### src/logic/cs_ocp_consts.svh
`ifndef CS_OCP_CONSTS_SVH
`define CS_OCP_CONSTS_SVH

// Register indices; byte address is four times the index
`define IDX_OCP_THR_A      16'hFE18
`define IDX_OCP_THR_B      16'hFE19
`define IDX_SENSE_CFG_A    16'hFE1A
`define IDX_SENSE_CFG_B    16'hFE1B
`define IDX_STATUS         16'hFE30

// Reset values
`define RST_OCP_THR        8'hFF
`define RST_SENSE_CFG      8'h00

// Sense/debounce/light-load field positions
`define CFG_HIGH_SIDE_BIT  7
`define CFG_DEB_MSB        6
`define CFG_DEB_LSB        5
`define CFG_BLANK_BIT      4
`define CFG_LL_MSB         3
`define CFG_LL_LSB         0

// Overcurrent threshold that disables the flag
`define OCP_THR_OFF        8'hFF

// Light-load scaling: code step and exit hysteresis in reading counts
`define LL_STEP_SHIFT      6
`define LL_HYST_COUNTS     13'h060

// Timing
`define CLK_FREQ_HZ        125000000
`define DEB_SHORT_MS       20
`define DEB_MID_MS         200
`define DEB_LONG_S         1

// AXI responses
`define RESP_OKAY          2'h0
`define RESP_SLVERR        2'h2

`endif

### src/logic/cs_ocp_pkg.sv
`default_nettype none
package cs_ocp_pkg;

	typedef logic [11:0] reading_t;
	typedef logic [7:0]  reg8_t;
	typedef logic [26:0] deb_cnt_t;

	typedef enum logic [1:0] {
		DEB_NONE,
		DEB_SHORT,
		DEB_MID,
		DEB_LONG
	} deb_sel_t;

endpackage : cs_ocp_pkg
`default_nettype wire

### src/logic/current_sense_ocp_lightload_detect.sv
// Functional notes
// - Bit 7 of each channel's setup register picks low-side (0) or high-side (1) sensing.
// - A 2-bit field selects overcurrent debounce of none, 20 ms, 200 ms or 1 s.
// - A setup bit, when 1, blanks the light-load flag during that channel's soft start.
// - A reading below the light-load threshold sets the flag and enters light-load mode.
// - Each light-load threshold code step equals 64 counts of the 12-bit reading.
// - Light-load mode is left once the reading reaches the entry threshold plus 96, or at once when the code is zero.
// - A light-load threshold code of zero keeps that channel's light-load flag cleared.
// - The setup register for channel A sits at 0xFE1A and for channel B at 0xFE1B.
// - The raw overcurrent condition is the reading's upper eight bits above the threshold.
// - An overcurrent threshold of all ones keeps that channel's overcurrent flag cleared.
`timescale 1ns/1ps
`default_nettype none
`include "cs_ocp_consts.svh"

module current_sense_ocp_lightload_detect #(
	parameter int unsigned DEB_SHORT_CYC = `DEB_SHORT_MS * (`CLK_FREQ_HZ / 1000),
	parameter int unsigned DEB_MID_CYC   = `DEB_MID_MS * (`CLK_FREQ_HZ / 1000),
	parameter int unsigned DEB_LONG_CYC  = `DEB_LONG_S * `CLK_FREQ_HZ
) (
	input  wire logic                    sys_clk,
	input  wire logic                    sys_rst,
	// AXI4-Lite slave
	input  wire logic [17:0]             s_axi_awaddr,
	input  wire logic                    s_axi_awvalid,
	output logic                         s_axi_awready,
	input  wire logic [31:0]             s_axi_wdata,
	input  wire logic [3:0]              s_axi_wstrb,
	input  wire logic                    s_axi_wvalid,
	output logic                         s_axi_wready,
	output logic [1:0]                   s_axi_bresp,
	output logic                         s_axi_bvalid,
	input  wire logic                    s_axi_bready,
	input  wire logic [17:0]             s_axi_araddr,
	input  wire logic                    s_axi_arvalid,
	output logic                         s_axi_arready,
	output logic [31:0]                  s_axi_rdata,
	output logic [1:0]                   s_axi_rresp,
	output logic                         s_axi_rvalid,
	input  wire logic                    s_axi_rready,
	// Current-sense readings and soft-start status
	input  wire cs_ocp_pkg::reading_t    chan_a_current_input,
	input  wire cs_ocp_pkg::reading_t    chan_b_current_input,
	input  wire logic                    chan_a_soft_start,
	input  wire logic                    chan_b_soft_start,
	// Toward PWM and fault handling
	output logic                         chan_a_high_side_sense,
	output logic                         chan_b_high_side_sense,
	output logic                         chan_a_overcurrent_flag,
	output logic                         chan_b_overcurrent_flag,
	output logic                         chan_a_light_load_flag,
	output logic                         chan_b_light_load_flag,
	output logic                         chan_a_light_load_mode,
	output logic                         chan_b_light_load_mode
);

	function automatic cs_ocp_pkg::deb_cnt_t deb_limit(input logic [1:0] sel);
		cs_ocp_pkg::deb_cnt_t lim;
		lim = '0;
		unique case (cs_ocp_pkg::deb_sel_t'(sel))
			cs_ocp_pkg::DEB_NONE:  lim = '0;
			cs_ocp_pkg::DEB_SHORT: lim = 27'(DEB_SHORT_CYC - 1);
			cs_ocp_pkg::DEB_MID:   lim = 27'(DEB_MID_CYC - 1);
			cs_ocp_pkg::DEB_LONG:  lim = 27'(DEB_LONG_CYC - 1);
		endcase
		return lim;
	endfunction : deb_limit

	function automatic logic [12:0] ll_enter(input logic [3:0] code);
		return 13'({code, {`LL_STEP_SHIFT{1'b0}}});
	endfunction : ll_enter

	// Register storage, index 0 = channel A, 1 = channel B
	cs_ocp_pkg::reg8_t    ocp_thr_r   [2];
	cs_ocp_pkg::reg8_t    sense_cfg_r [2];
	cs_ocp_pkg::deb_cnt_t deb_cnt_r   [2];
	logic [1:0]           ocp_flag_r;
	logic [1:0]           ll_mode_r;
	logic [1:0]           ll_flag_r;

	// Bus response registers
	logic        awready_r;
	logic        wready_r;
	logic        bvalid_r;
	logic [1:0]  bresp_r;
	logic        arready_r;
	logic        rvalid_r;
	logic [31:0] rdata_r;
	logic [1:0]  rresp_r;

	// Write and read path decode
	wire logic [15:0] aw_idx   = s_axi_awaddr[17:2];
	wire logic [15:0] ar_idx   = s_axi_araddr[17:2];
	wire logic        wr_fire  = awready_r & s_axi_awvalid & wready_r & s_axi_wvalid;
	wire logic        wr_lane0 = wr_fire & s_axi_wstrb[0];
	wire logic        aw_hit   = (aw_idx == `IDX_OCP_THR_A) | (aw_idx == `IDX_OCP_THR_B)
	                           | (aw_idx == `IDX_SENSE_CFG_A) | (aw_idx == `IDX_SENSE_CFG_B)
	                           | (aw_idx == `IDX_STATUS);
	wire logic        wr_start = s_axi_awvalid & s_axi_wvalid & ~awready_r & ~bvalid_r;
	wire logic        rd_fire  = arready_r & s_axi_arvalid;
	wire logic        rd_start = s_axi_arvalid & ~arready_r & ~rvalid_r;

	wire logic [1:0] wr_ocp = {wr_lane0 & (aw_idx == `IDX_OCP_THR_B),
	                           wr_lane0 & (aw_idx == `IDX_OCP_THR_A)};
	wire logic [1:0] wr_cfg = {wr_lane0 & (aw_idx == `IDX_SENSE_CFG_B),
	                           wr_lane0 & (aw_idx == `IDX_SENSE_CFG_A)};

	wire cs_ocp_pkg::reading_t reading [2];
	wire logic                 soft_start [2];
	assign reading[0]    = chan_a_current_input;
	assign reading[1]    = chan_b_current_input;
	assign soft_start[0] = chan_a_soft_start;
	assign soft_start[1] = chan_b_soft_start;

	logic [1:0] ocp_raw;

	// Read data selection
	wire logic [7:0] status_byte = {ocp_raw, ll_mode_r, ll_flag_r, ocp_flag_r};
	wire logic       ar_hit;
	wire logic [7:0] rd_byte;
	assign ar_hit  = (ar_idx == `IDX_OCP_THR_A) | (ar_idx == `IDX_OCP_THR_B)
	               | (ar_idx == `IDX_SENSE_CFG_A) | (ar_idx == `IDX_SENSE_CFG_B)
	               | (ar_idx == `IDX_STATUS);
	assign rd_byte = (ar_idx == `IDX_OCP_THR_A)   ? ocp_thr_r[0]   :
	                 (ar_idx == `IDX_OCP_THR_B)   ? ocp_thr_r[1]   :
	                 (ar_idx == `IDX_SENSE_CFG_A) ? sense_cfg_r[0] :
	                 (ar_idx == `IDX_SENSE_CFG_B) ? sense_cfg_r[1] :
	                 (ar_idx == `IDX_STATUS)      ? status_byte    : 8'h00;

	// Write channel: address and data taken together, one write in flight
	always_ff @(posedge sys_clk)
	begin
		if (sys_rst)
		begin
			awready_r <= 1'b0;
			wready_r  <= 1'b0;
			bvalid_r  <= 1'b0;
			bresp_r   <= `RESP_OKAY;
		end
		else
		begin
			awready_r <= wr_start;
			wready_r  <= wr_start;
			if (wr_fire)
			begin
				bvalid_r <= 1'b1;
				// Status is read-only, so a write there still answers OKAY and is dropped
				bresp_r  <= aw_hit ? `RESP_OKAY : `RESP_SLVERR;
			end
			else if (s_axi_bready)
			begin
				bvalid_r <= 1'b0;
			end
		end
	end

	// Read channel
	always_ff @(posedge sys_clk)
	begin
		if (sys_rst)
		begin
			arready_r <= 1'b0;
			rvalid_r  <= 1'b0;
			rdata_r   <= 32'h0000_0000;
			rresp_r   <= `RESP_OKAY;
		end
		else
		begin
			arready_r <= rd_start;
			if (rd_fire)
			begin
				rvalid_r <= 1'b1;
				rdata_r  <= {24'h00_0000, rd_byte};
				rresp_r  <= ar_hit ? `RESP_OKAY : `RESP_SLVERR;
			end
			else if (s_axi_rready)
			begin
				rvalid_r <= 1'b0;
			end
		end
	end

	for (genvar ch = 0; ch < 2; ch++)
	begin : g_chan
		wire logic [3:0]  ll_code  = sense_cfg_r[ch][`CFG_LL_MSB:`CFG_LL_LSB];
		wire logic [12:0] ll_in    = ll_enter(ll_code);
		wire logic [12:0] ll_out   = ll_in + `LL_HYST_COUNTS;
		wire logic [12:0] rd_wide  = {1'b0, reading[ch]};
		wire logic        ll_off   = (ll_code == 4'h0);
		wire logic        ll_below = rd_wide < ll_in;
		wire logic        ll_above = rd_wide >= ll_out;
		wire logic        blank    = sense_cfg_r[ch][`CFG_BLANK_BIT] & soft_start[ch];
		wire logic        mode_nxt = ll_off ? 1'b0 :
		                             ll_mode_r[ch] ? ~ll_above : ll_below;
		wire cs_ocp_pkg::deb_cnt_t limit =
		                 deb_limit(sense_cfg_r[ch][`CFG_DEB_MSB:`CFG_DEB_LSB]);

		// Upper eight of twelve bits must exceed the threshold register's byte
		assign ocp_raw[ch] = (ocp_thr_r[ch] != `OCP_THR_OFF)
		                   & (reading[ch][11:4] > ocp_thr_r[ch]);

		always_ff @(posedge sys_clk)
		begin
			if (sys_rst)
			begin
				ocp_thr_r[ch]   <= `RST_OCP_THR;
				sense_cfg_r[ch] <= `RST_SENSE_CFG;
			end
			else
			begin
				if (wr_ocp[ch])
				begin
					ocp_thr_r[ch] <= s_axi_wdata[7:0];
				end
				if (wr_cfg[ch])
				begin
					sense_cfg_r[ch] <= s_axi_wdata[7:0];
				end
			end
		end

		// Timer restarts on any drop; a shorter limit written mid-count takes effect at once
		always_ff @(posedge sys_clk)
		begin
			if (sys_rst)
			begin
				deb_cnt_r[ch]  <= '0;
				ocp_flag_r[ch] <= 1'b0;
			end
			else if (!ocp_raw[ch])
			begin
				deb_cnt_r[ch]  <= '0;
				ocp_flag_r[ch] <= 1'b0;
			end
			else if (deb_cnt_r[ch] >= limit)
			begin
				ocp_flag_r[ch] <= 1'b1;
			end
			else
			begin
				deb_cnt_r[ch] <= deb_cnt_r[ch] + 27'h000_0001;
			end
		end

		// Blanking hides the flag only; the mode itself keeps tracking the load
		always_ff @(posedge sys_clk)
		begin
			if (sys_rst)
			begin
				ll_mode_r[ch] <= 1'b0;
				ll_flag_r[ch] <= 1'b0;
			end
			else
			begin
				ll_mode_r[ch] <= mode_nxt;
				ll_flag_r[ch] <= mode_nxt & ~blank;
			end
		end
	end

	assign s_axi_awready = awready_r;
	assign s_axi_wready  = wready_r;
	assign s_axi_bvalid  = bvalid_r;
	assign s_axi_bresp   = bresp_r;
	assign s_axi_arready = arready_r;
	assign s_axi_rvalid  = rvalid_r;
	assign s_axi_rdata   = rdata_r;
	assign s_axi_rresp   = rresp_r;

	assign chan_a_high_side_sense  = sense_cfg_r[0][`CFG_HIGH_SIDE_BIT];
	assign chan_b_high_side_sense  = sense_cfg_r[1][`CFG_HIGH_SIDE_BIT];
	assign chan_a_overcurrent_flag = ocp_flag_r[0];
	assign chan_b_overcurrent_flag = ocp_flag_r[1];
	assign chan_a_light_load_flag  = ll_flag_r[0];
	assign chan_b_light_load_flag  = ll_flag_r[1];
	assign chan_a_light_load_mode  = ll_mode_r[0];
	assign chan_b_light_load_mode  = ll_mode_r[1];

endmodule : current_sense_ocp_lightload_detect
`default_nettype wire

### config.mk
export PLATFORM = sky130hd
export DESIGN_NAME = current_sense_ocp_lightload_detect
export DESIGN_NICKNAME = d
export VERILOG_FILES = /design/src/logic/cs_ocp_pkg.sv /design/src/logic/current_sense_ocp_lightload_detect.sv
export VERILOG_INCLUDE_DIRS = /design/src /design/src/logic
export SDC_FILE = /design/constraint.sdc
export NUM_CORES = 1
export LEC_CHECK = 0
export ABC_AREA = 1
export BUFFER_PORTS_ARGS = -buffer_cell sky130_fd_sc_hd__buf_2
export CAP_MARGIN = 30
export CORE_MARGIN = 10
export CORE_UTILIZATION = 29
export DETAILED_ROUTE_END_ITERATION = 10
export PLACE_DENSITY = 0.49
export SKIP_CTS_REPAIR_TIMING = 1
export SLEW_MARGIN = 10
export SYNTH_ARGS = -nofsm -noshare
export SYNTH_HDL_FRONTEND = slang
export SYNTH_SLANG_ARGS = --single-unit
### constraint.sdc
create_clock -name sys_clk -period 3.25 [get_ports sys_clk]
set_clock_uncertainty 0.1 [all_clocks]
set_input_delay 0.1625 -clock sys_clk [delete_from_list [all_inputs] [get_ports sys_clk]]
set_output_delay 0.1625 -clock sys_clk [all_outputs]
set_load 0.1 [all_outputs]
[Word level (Yosys, flattened, before mapping)]
Memories as Yosys holds them, arrays and structs flattened.
Index checks and enable logic that the tools add are counted.
Storage, ports and cells
  flip-flop bits (word level): 22
  RAM bits: 86
  output and inout port bits: 49
  memories: 3
Operators by class
  add/sub/neg operators: 4
  magnitude comparators: 8
  eq/ne operators: 18
  mux-type cells: 53
  bitwise logic cells: 46
  reductions and logical operators: 8
Memories
  deb_cnt_r: words 2, bits a word 27, read ports 2, clocked after Yosys merged registers in 0, write ports 2, RTL line current_sense_ocp_lightload_detect.sv:76  | cs_ocp_pkg::deb_cnt_t deb_cnt_r [2];
  ocp_thr_r: words 2, bits a word 8, read ports 2, clocked after Yosys merged registers in 0, write ports 2, RTL line current_sense_ocp_lightload_detect.sv:74  | cs_ocp_pkg::reg8_t ocp_thr_r [2];
  sense_cfg_r: words 2, bits a word 8, read ports 2, clocked after Yosys merged registers in 0, write ports 2, RTL line current_sense_ocp_lightload_detect.sv:75  | cs_ocp_pkg::reg8_t sense_cfg_r [2];
Operator list (count)
  27-bit one-hot mux with 4 select lines: 2
  16-bit == test (second input constant): 10
  27-bit 2-to-1 mux: 4
  8-bit 2-to-1 mux: 9
  27-bit by 1-bit adder with 27-bit output (second input constant): 2
  27-bit greater-or-equal comparator: 2
  1-bit 2-to-1 mux: 36
  12-bit by 11-bit greater-or-equal comparator with 1-bit output: 2
  12-bit by 10-bit less-than comparator with 1-bit output: 2
  10-bit by 7-bit adder with 11-bit output (second input constant): 2
  1-bit AND: 20
  8-bit greater-than comparator: 2
  8-bit != test (second input constant): 2
  1-bit bitwise OR: 16
  1-bit NOT: 10
  2-bit == test (second input constant): 4
  4-bit logical NOT: 2
  2-bit by 1-bit == test with 1-bit output (second input constant): 2
  2-bit logical NOT: 2
  2-bit 2-to-1 mux: 2
  2-bit nonzero test: 2
  2-bit OR reduction: 2

[Depth between registers and ports, before layout]
Gate-level depths: netlist (run 1).
  depth after elaboration: 9
  depth in mapped cells: 15
  mapped depth without buffers: 14

[Worst setup path before layout (run 1)]
OpenSTA, ideal clock, no wires.
  path type: reg-to-reg
  from: memory sense_cfg_r[0][6] (netlist bit)
  to: memory deb_cnt_r[0][0] (netlist bit), enable pin
  data arrival time: 2.579 ns
  data required time: 2.765 ns
  path slack: 0.186 ns
  cell stages (with the launch flop): 12
  cells stage by stage: edfxtp_1 > inv_1 > ha_1 > inv_1 > o21ai_0 > ha_1 > nand2_1 > o21a_1 > nand2_1 > a21oi_1 > nand3_2 > nand2_1
RTL lines (RTL line)
  start: declaration: current_sense_ocp_lightload_detect.sv:75
  end: declaration: current_sense_ocp_lightload_detect.sv:76

==> results of run 1 <==
power by group:
| group | total, mW | internal (mW) | switching [mW] |
|---|---|---|---|
| clock | 1.23 | 0.653 | 0.572 |
| sequential | 1.49 | 1.47 | 0.0187 |
| combinational | 0.503 | 0.119 | 0.385 |
synthesized netlist by cell type, drive strengths merged:
| cell type | instances |
|---|---|
| nand2 | 221 |
| inv | 165 |
| nor2 | 157 |
| ha | 93 |
| edfxtp | 86 |
| nand3 | 64 |
| nor3 | 62 |
| nand4 | 47 |
| a21oi | 39 |
| buf | 36 |
| xor2 | 31 |
| o21ai | 28 |
| dfxtp | 20 |
| xnor2 | 20 |
| o21a | 7 |
| nand3b | 6 |
| clkbuf | 5 |
| nor4 | 5 |
| a21o | 4 |
| o21bai | 3 |
| or2 | 3 |
| a211oi | 2 |
| conb | 1 |
| nor3b | 1 |
| o2111ai | 1 |
| o211ai | 1 |
path summary, 6_finish.rpt:
check / endpoint / slack (ns) / cells past startpoint
max: deb_cnt_r[0][8] / 0.35 / 12
min reg2reg: s_axi_arready / 0.35 / 1
min: s_axi_bvalid / -0.003 / 3
max reg2reg: deb_cnt_r[0][8] / 0.35 / 12
logic make-up (layout without fill, tap and decap cells):
| group | after synthesis | after routing | share of synthesized area [%] |
|---|---|---|---|
| and+or+nand+nor | 566 | 566 | 31.1 |
| AOI/OAI and AO/OA | 85 | 85 | 5.41 |
| DFF | 106 | 106 | 34.2 |
| other | 1 | 27 | 0.0430 |
| buffers and inverters | 206 | 287 | 10.7 |
| adders and majority gates | 93 | 93 | 13.4 |
| xor gates and xnor gates | 51 | 51 | 5.13 |
per-layer routing:
metal	global-route usage (%)	share of wire, %	wire length [um]
met2	20.6	46	11100
met3	2.78	4.6	1130
met1	16.9	48	11700
met5	0	0	0
met4	3.40	1.4	344
metrics by stage:
step	std cells	worst slack, ns	instance area, um2	hold WS [ns]
global placement	1581	0.390	9550	0.301
CTS	1597	0.350	9870	-0.104
floorplan	1133	0.186	8810	0.182
detailed placement	1581	0.341	9550	0.305
finish	1605	0.349	9940	-0.00339
global route	1604	0.0974	9940	0.0337
cell usage in the layout, fill, tap and decap left out, types with 26 or more instances in the layout:
master | synthesis | final
conb_1 | 1 | 26
edfxtp_1 | 86 | 86
nand4_1 | 44 | 44
xor2_1 | 31 | 31
nor3_1 | 56 | 56
a21oi_1 | 39 | 39
nor2_2 | 27 | 27
inv_1 | 159 | 159
o21ai_0 | 28 | 28
nand2_1 | 214 | 214
ha_1 | 93 | 93
nor2_1 | 118 | 118
nand3_1 | 60 | 60
buf_2 | 3 | 88
tightest hold or removal path, stage by stage:
cell and delay, ns:
buf_2 0.10, nand3_1 0.10, a21oi_1 0.06
state kept, by name, summed over array words and instances (netlist names), 8 cells and up:
register,count
sense_cfg_r,16
s_axi_rdata,8
deb_cnt_r,54
ocp_thr_r,16
layout make-up:
class,instances,area [um2]
antenna,1,2.50
clock buffer,11,253
clock inverter,5,72.6
fill,3215,19700
inverter,165,622
multi-input combinational,821,4890
sequential,106,2980
tap,390,488
timing repair buffer,106,631
==> results.yml, run 1 <==
power_and_ir_drop:
  p_leak_nw: 4.51
  ir_drop_mv: 0.209
  powerDensity_nw_per_um2: 324
  finalPower_mw: 3.22
worst_setup_path:
  cp_slowest_cell: "edfxtp_1"
  regToRegStartpoint: "sense_cfg_r[0][6]"
  critPathLaunchType: "flip-flop"
  path_delay_family: "adder cells"
  critPathKind: "flip-flop to flip-flop"
  cpMostUsedCell: "nand2_1"
  worstSetupEndpointType: "flip-flop"
  critical_path.max_stage_delay_ns: 0.44
  crit_required_ns: 3.23
  crit_start: "sense_cfg_r[0][6]"
  cp.arrival_ns: 2.88
  path_cells: "inv_1 > ha_1 > inv_1 > o21ai_0 > ha_1 > nand2_1 > o21a_1 > nand2_1 > a21oi_1 > nand3_2 > nand2_1 > buf_12"
  cp_num_buf_inv: 3
  crit_path_max_fanout: 27
clock_network:
  cts-root-buf: "clkbuf_16"
  clkSlewWorstSetupHoldPaths_ns: 0.08
  insertion_delay_ns: 0.37
  htree_levels: 3
  clk_path_buf_depth: 2
  cts_tree: "done"
  clkSinkCount: 106
  numCtsBuffers: 9
logic_synthesis:
  ys_top_cells_by_area: "edfxtp_1 30%, ha_1 13%, nand2_1 9.2%, inv_1 6.8%, nor2_1 5.1%"
  synth_top_area_share_pct: 29.6
  synthCells: 1108
  synth_top_cell_by_area: "edfxtp_1"
  synth_area_per_cell_um2: 7.87
  synth.cell_area_um2: 8710
  seq_area_frac_synth_pct: 34.2
  ys_ff_latch: 106
  ys_warn_count: 0
  ys_types: 43
die:
  ios: 154
  die_h_um: 193
  num_rows: 63
  start_util_pct: 29.4
  die_w_um: 193
  dieArea_um2: 37400
  coreArea_um2: 29600
sta:
  holdWs_ns: -0.00339
  rsz0062_at_grt: "false"
  setup_violations: 0
  slew_violations: 0
  hold_viol_final: 1
  worst_pin_slew_ns: 0.825
  fmax_mhz: 345
  relSlewSlack_pct: 44.6
  period_share_pct: 89.3
  setup_tns_ns: 0
  fin_crit_ns: 2.90
detailed_routing:
  num_vias: 7332
  drc_errors: 0
  wl_um: 24300
  viasPerCell: 4.57
  postRouteAntennaNets: 0
  drtIter0Drc: 398
  dr.pass1.iters: 5
  avgRoutedWirePerCell_um: 15.1
global_routing:
  grt_overflow: 0
  grt_pass1_wl_um: 39500
  grt_max_degree: 28
  grt_pass1_vias: 7251
  grtUsageTotal_pct: 12.8
  antenna_found_initial: 1
hold_path:
  hold_class: "input port to flip-flop"
  hp-start: "s_axi_wvalid"
outcome:
  violations: "negative hold slack"
  status: "complete, but fails checks"
final_layout:
  nNetsFinal: 1407
  synthToLayoutAreaGrowth_pct: 14.1
  final_layout_size_suffix_gt1_share_pct: 14.9
  finish.utilization_pct: 33.6
placement:
  place_hpwl_um: 19700
  io_buffers: 88
  place_congestion: 0.856
run:
  max_cap_violations: 0
Power figures use the tool's default switching activity.
==> inputs of run 2 (changes only) <==
CELL_PAD_IN_SITES_DETAIL_PLACEMENT = 1   (was default)
CELL_PAD_IN_SITES_GLOBAL_PLACEMENT = 1   (was default)
HOLD_SLACK_MARGIN = 0.05   (was default)
MAX_ROUTING_LAYER = met4   (was default)
PLACE_DENSITY = 0.62   (was 0.49)
==> results.yml, run 2 (synthesis gave the netlist of run 1 again) <==
worst_setup_path:
  path_cells: "inv_1 > ha_1 > o21ai_0 > ha_1 > nand2_1 > nor2_1 > nand2_1 > nand2_1 > a21oi_1 > nand3_2 > nand2_1 > buf_12"
  critPathLaunchType: "flip-flop"
  crit_path_max_fanout: 28
  cp_slowest_cell: "edfxtp_1"
  path_delay_family: "adder cells"
  cp.arrival_ns: 2.72
  worstSetupEndpointType: "flip-flop"
  critical_path.max_stage_delay_ns: 0.40
  cp_num_buf_inv: 2
  crit_required_ns: 3.23
  cpMostUsedCell: "nand2_1"
  critPathKind: "flip-flop to flip-flop"
power_and_ir_drop:
  combPwrFrac_pct: 16.1
  power.internal_mw: 2.19
  powerDensity_nw_per_um2: 317
  p_switching_mw: 0.972
  ir_drop_mv: 0.218
  seq_power_share_pct: 47.1
  swShare_pct: 30.8
  p_leak_nw: 4.52
  power_frac_clock_pct: 36.8
global_routing:
  grt_pass1_wl_um: 43000
  antenna_found_initial: 2
  grtUsageTotal_pct: 14.5
  grt_max_degree: 29
  grt_overflow: 0
  grt_pass1_vias: 8082
sta:
  period_share_pct: 84.4
  worst_pin_slew_ns: 0.779
  fmax_mhz: 365
  relSlewSlack_pct: 47.7
  setup_violations: 0
  setup_tns_ns: 0
  hold_viol_final: 0
  rsz0062_at_grt: "false"
  fin_crit_ns: 2.74
  slew_violations: 0
  holdWs_ns: 0.0304
die:
  num_rows: 63
  coreArea_um2: 29600
  die_w_um: 193
  start_util_pct: 29.4
  ios: 154
  die_h_um: 193
  dieArea_um2: 37400
final_layout:
  top_register: "deb_cnt_r"
  largest_reg_flops: 54
  layout_common_cells: "214 x nand2_1, 159 x inv_1, 118 x nor2_1"
  synthToLayoutAreaGrowth_pct: 14.3
  reg.largest.list: "deb_cnt_r x54, ocp_thr_r x16, sense_cfg_r x16"
  final_layout_size_suffix_gt1_share_pct: 15.2
  final_common_cell: "nand2_1"
  nNetsFinal: 1412
detailed_routing:
  viasPerCell: 4.67
  wl_um: 26300
  drtIter0Drc: 284
  postRouteAntennaNets: 0
  dr.pass1.iters: 4
  avgRoutedWirePerCell_um: 16.3
  drc_errors: 0
  num_vias: 7536
clock_network:
  cts_tree: "done"
  insertion_delay_ns: 0.38
  clkSinkCount: 106
  cts-root-buf: "clkbuf_16"
  clkSlewWorstSetupHoldPaths_ns: 0.08
  clk_path_buf_depth: 2
  htree_levels: 3
  numCtsBuffers: 9
run:
  max_cap_violations: 0
placement:
  io_buffers: 88
  place_hpwl_um: 21700
  place_congestion: 0.832
outcome:
  status: "finished, final reports clean"
hold_path:
  hold_class: "input port to flip-flop"
run 2: power groups by stage:
stage | registers (mW) | clock network, mW | logic (mW)
finish | 1.49 | 1.16 | 0.509
global route | 1.49 | 1.23 | 0.560
floorplan | 1.58 | 0 | 0.333
global placement | 1.52 | 0 | 0.496
detailed placement | 1.52 | 0 | 0.505
CTS | 1.49 | 1.19 | 0.507
run 2: path summary, 6_finish.rpt:
kind,startpoint,endpoint,slack [ns],cells after the start
worst max register to register,sense_cfg_r[0][6],deb_cnt_r[0][2],0.51,12
worst min-delay path,s_axi_wdata[4],ocp_thr_r[0][4],0.03,3
worst max-delay path,sense_cfg_r[0][6],deb_cnt_r[0][2],0.51,12
worst min register to register,s_axi_rvalid,s_axi_arready,0.34,1
run 2: per-stage QoR:
step / setup WS (ns) / instance area [um2] / utilization [%] / cells / total power, mW
5_1_grt: 0.329 / 9960 / 33.6 / 1612 / 3.28
6_report: 0.508 / 9960 / 33.6 / 1614 / 3.16
4_1_cts: 0.489 / 9870 / 33.3 / 1601 / 3.18
3_5_place_dp: 0.507 / 9560 / 32.3 / 1585 / 2.03
3_3_place_gp: 0.599 / 9560 / 32.3 / 1585 / 2.02
2_1_floorplan: 0.186 / 8810 / - / 1133 / 1.91
run 2: layer usage:
metal	share of wire [%]	routed length (um)	GRT usage, %	up-vias
li1	-	-	-	3834
met1	47	12400	17.4	3593
met2	49	12800	24.7	93
met3	2.8	729	2.39	16
met4	1.1	291	3.52	0
met5	0	0	-	-
run 2: tightest hold or removal path, delay by kind of cell:
kind	cells	cell delay (ns)
AND/OR/NAND/NOR	1	0.08
buffers and inverters	2	0.15
run 2: cell type report:
class                   count  area [um2]
clock buffers              11         264
well taps                 390         488
clock inverters             5        42.5
fillers                  3688       19700
diodes                      5        12.5
multi-input cells         821        4890
flip-flops and latches    106        2980
repair buffers            111         658
inverters                 165         622
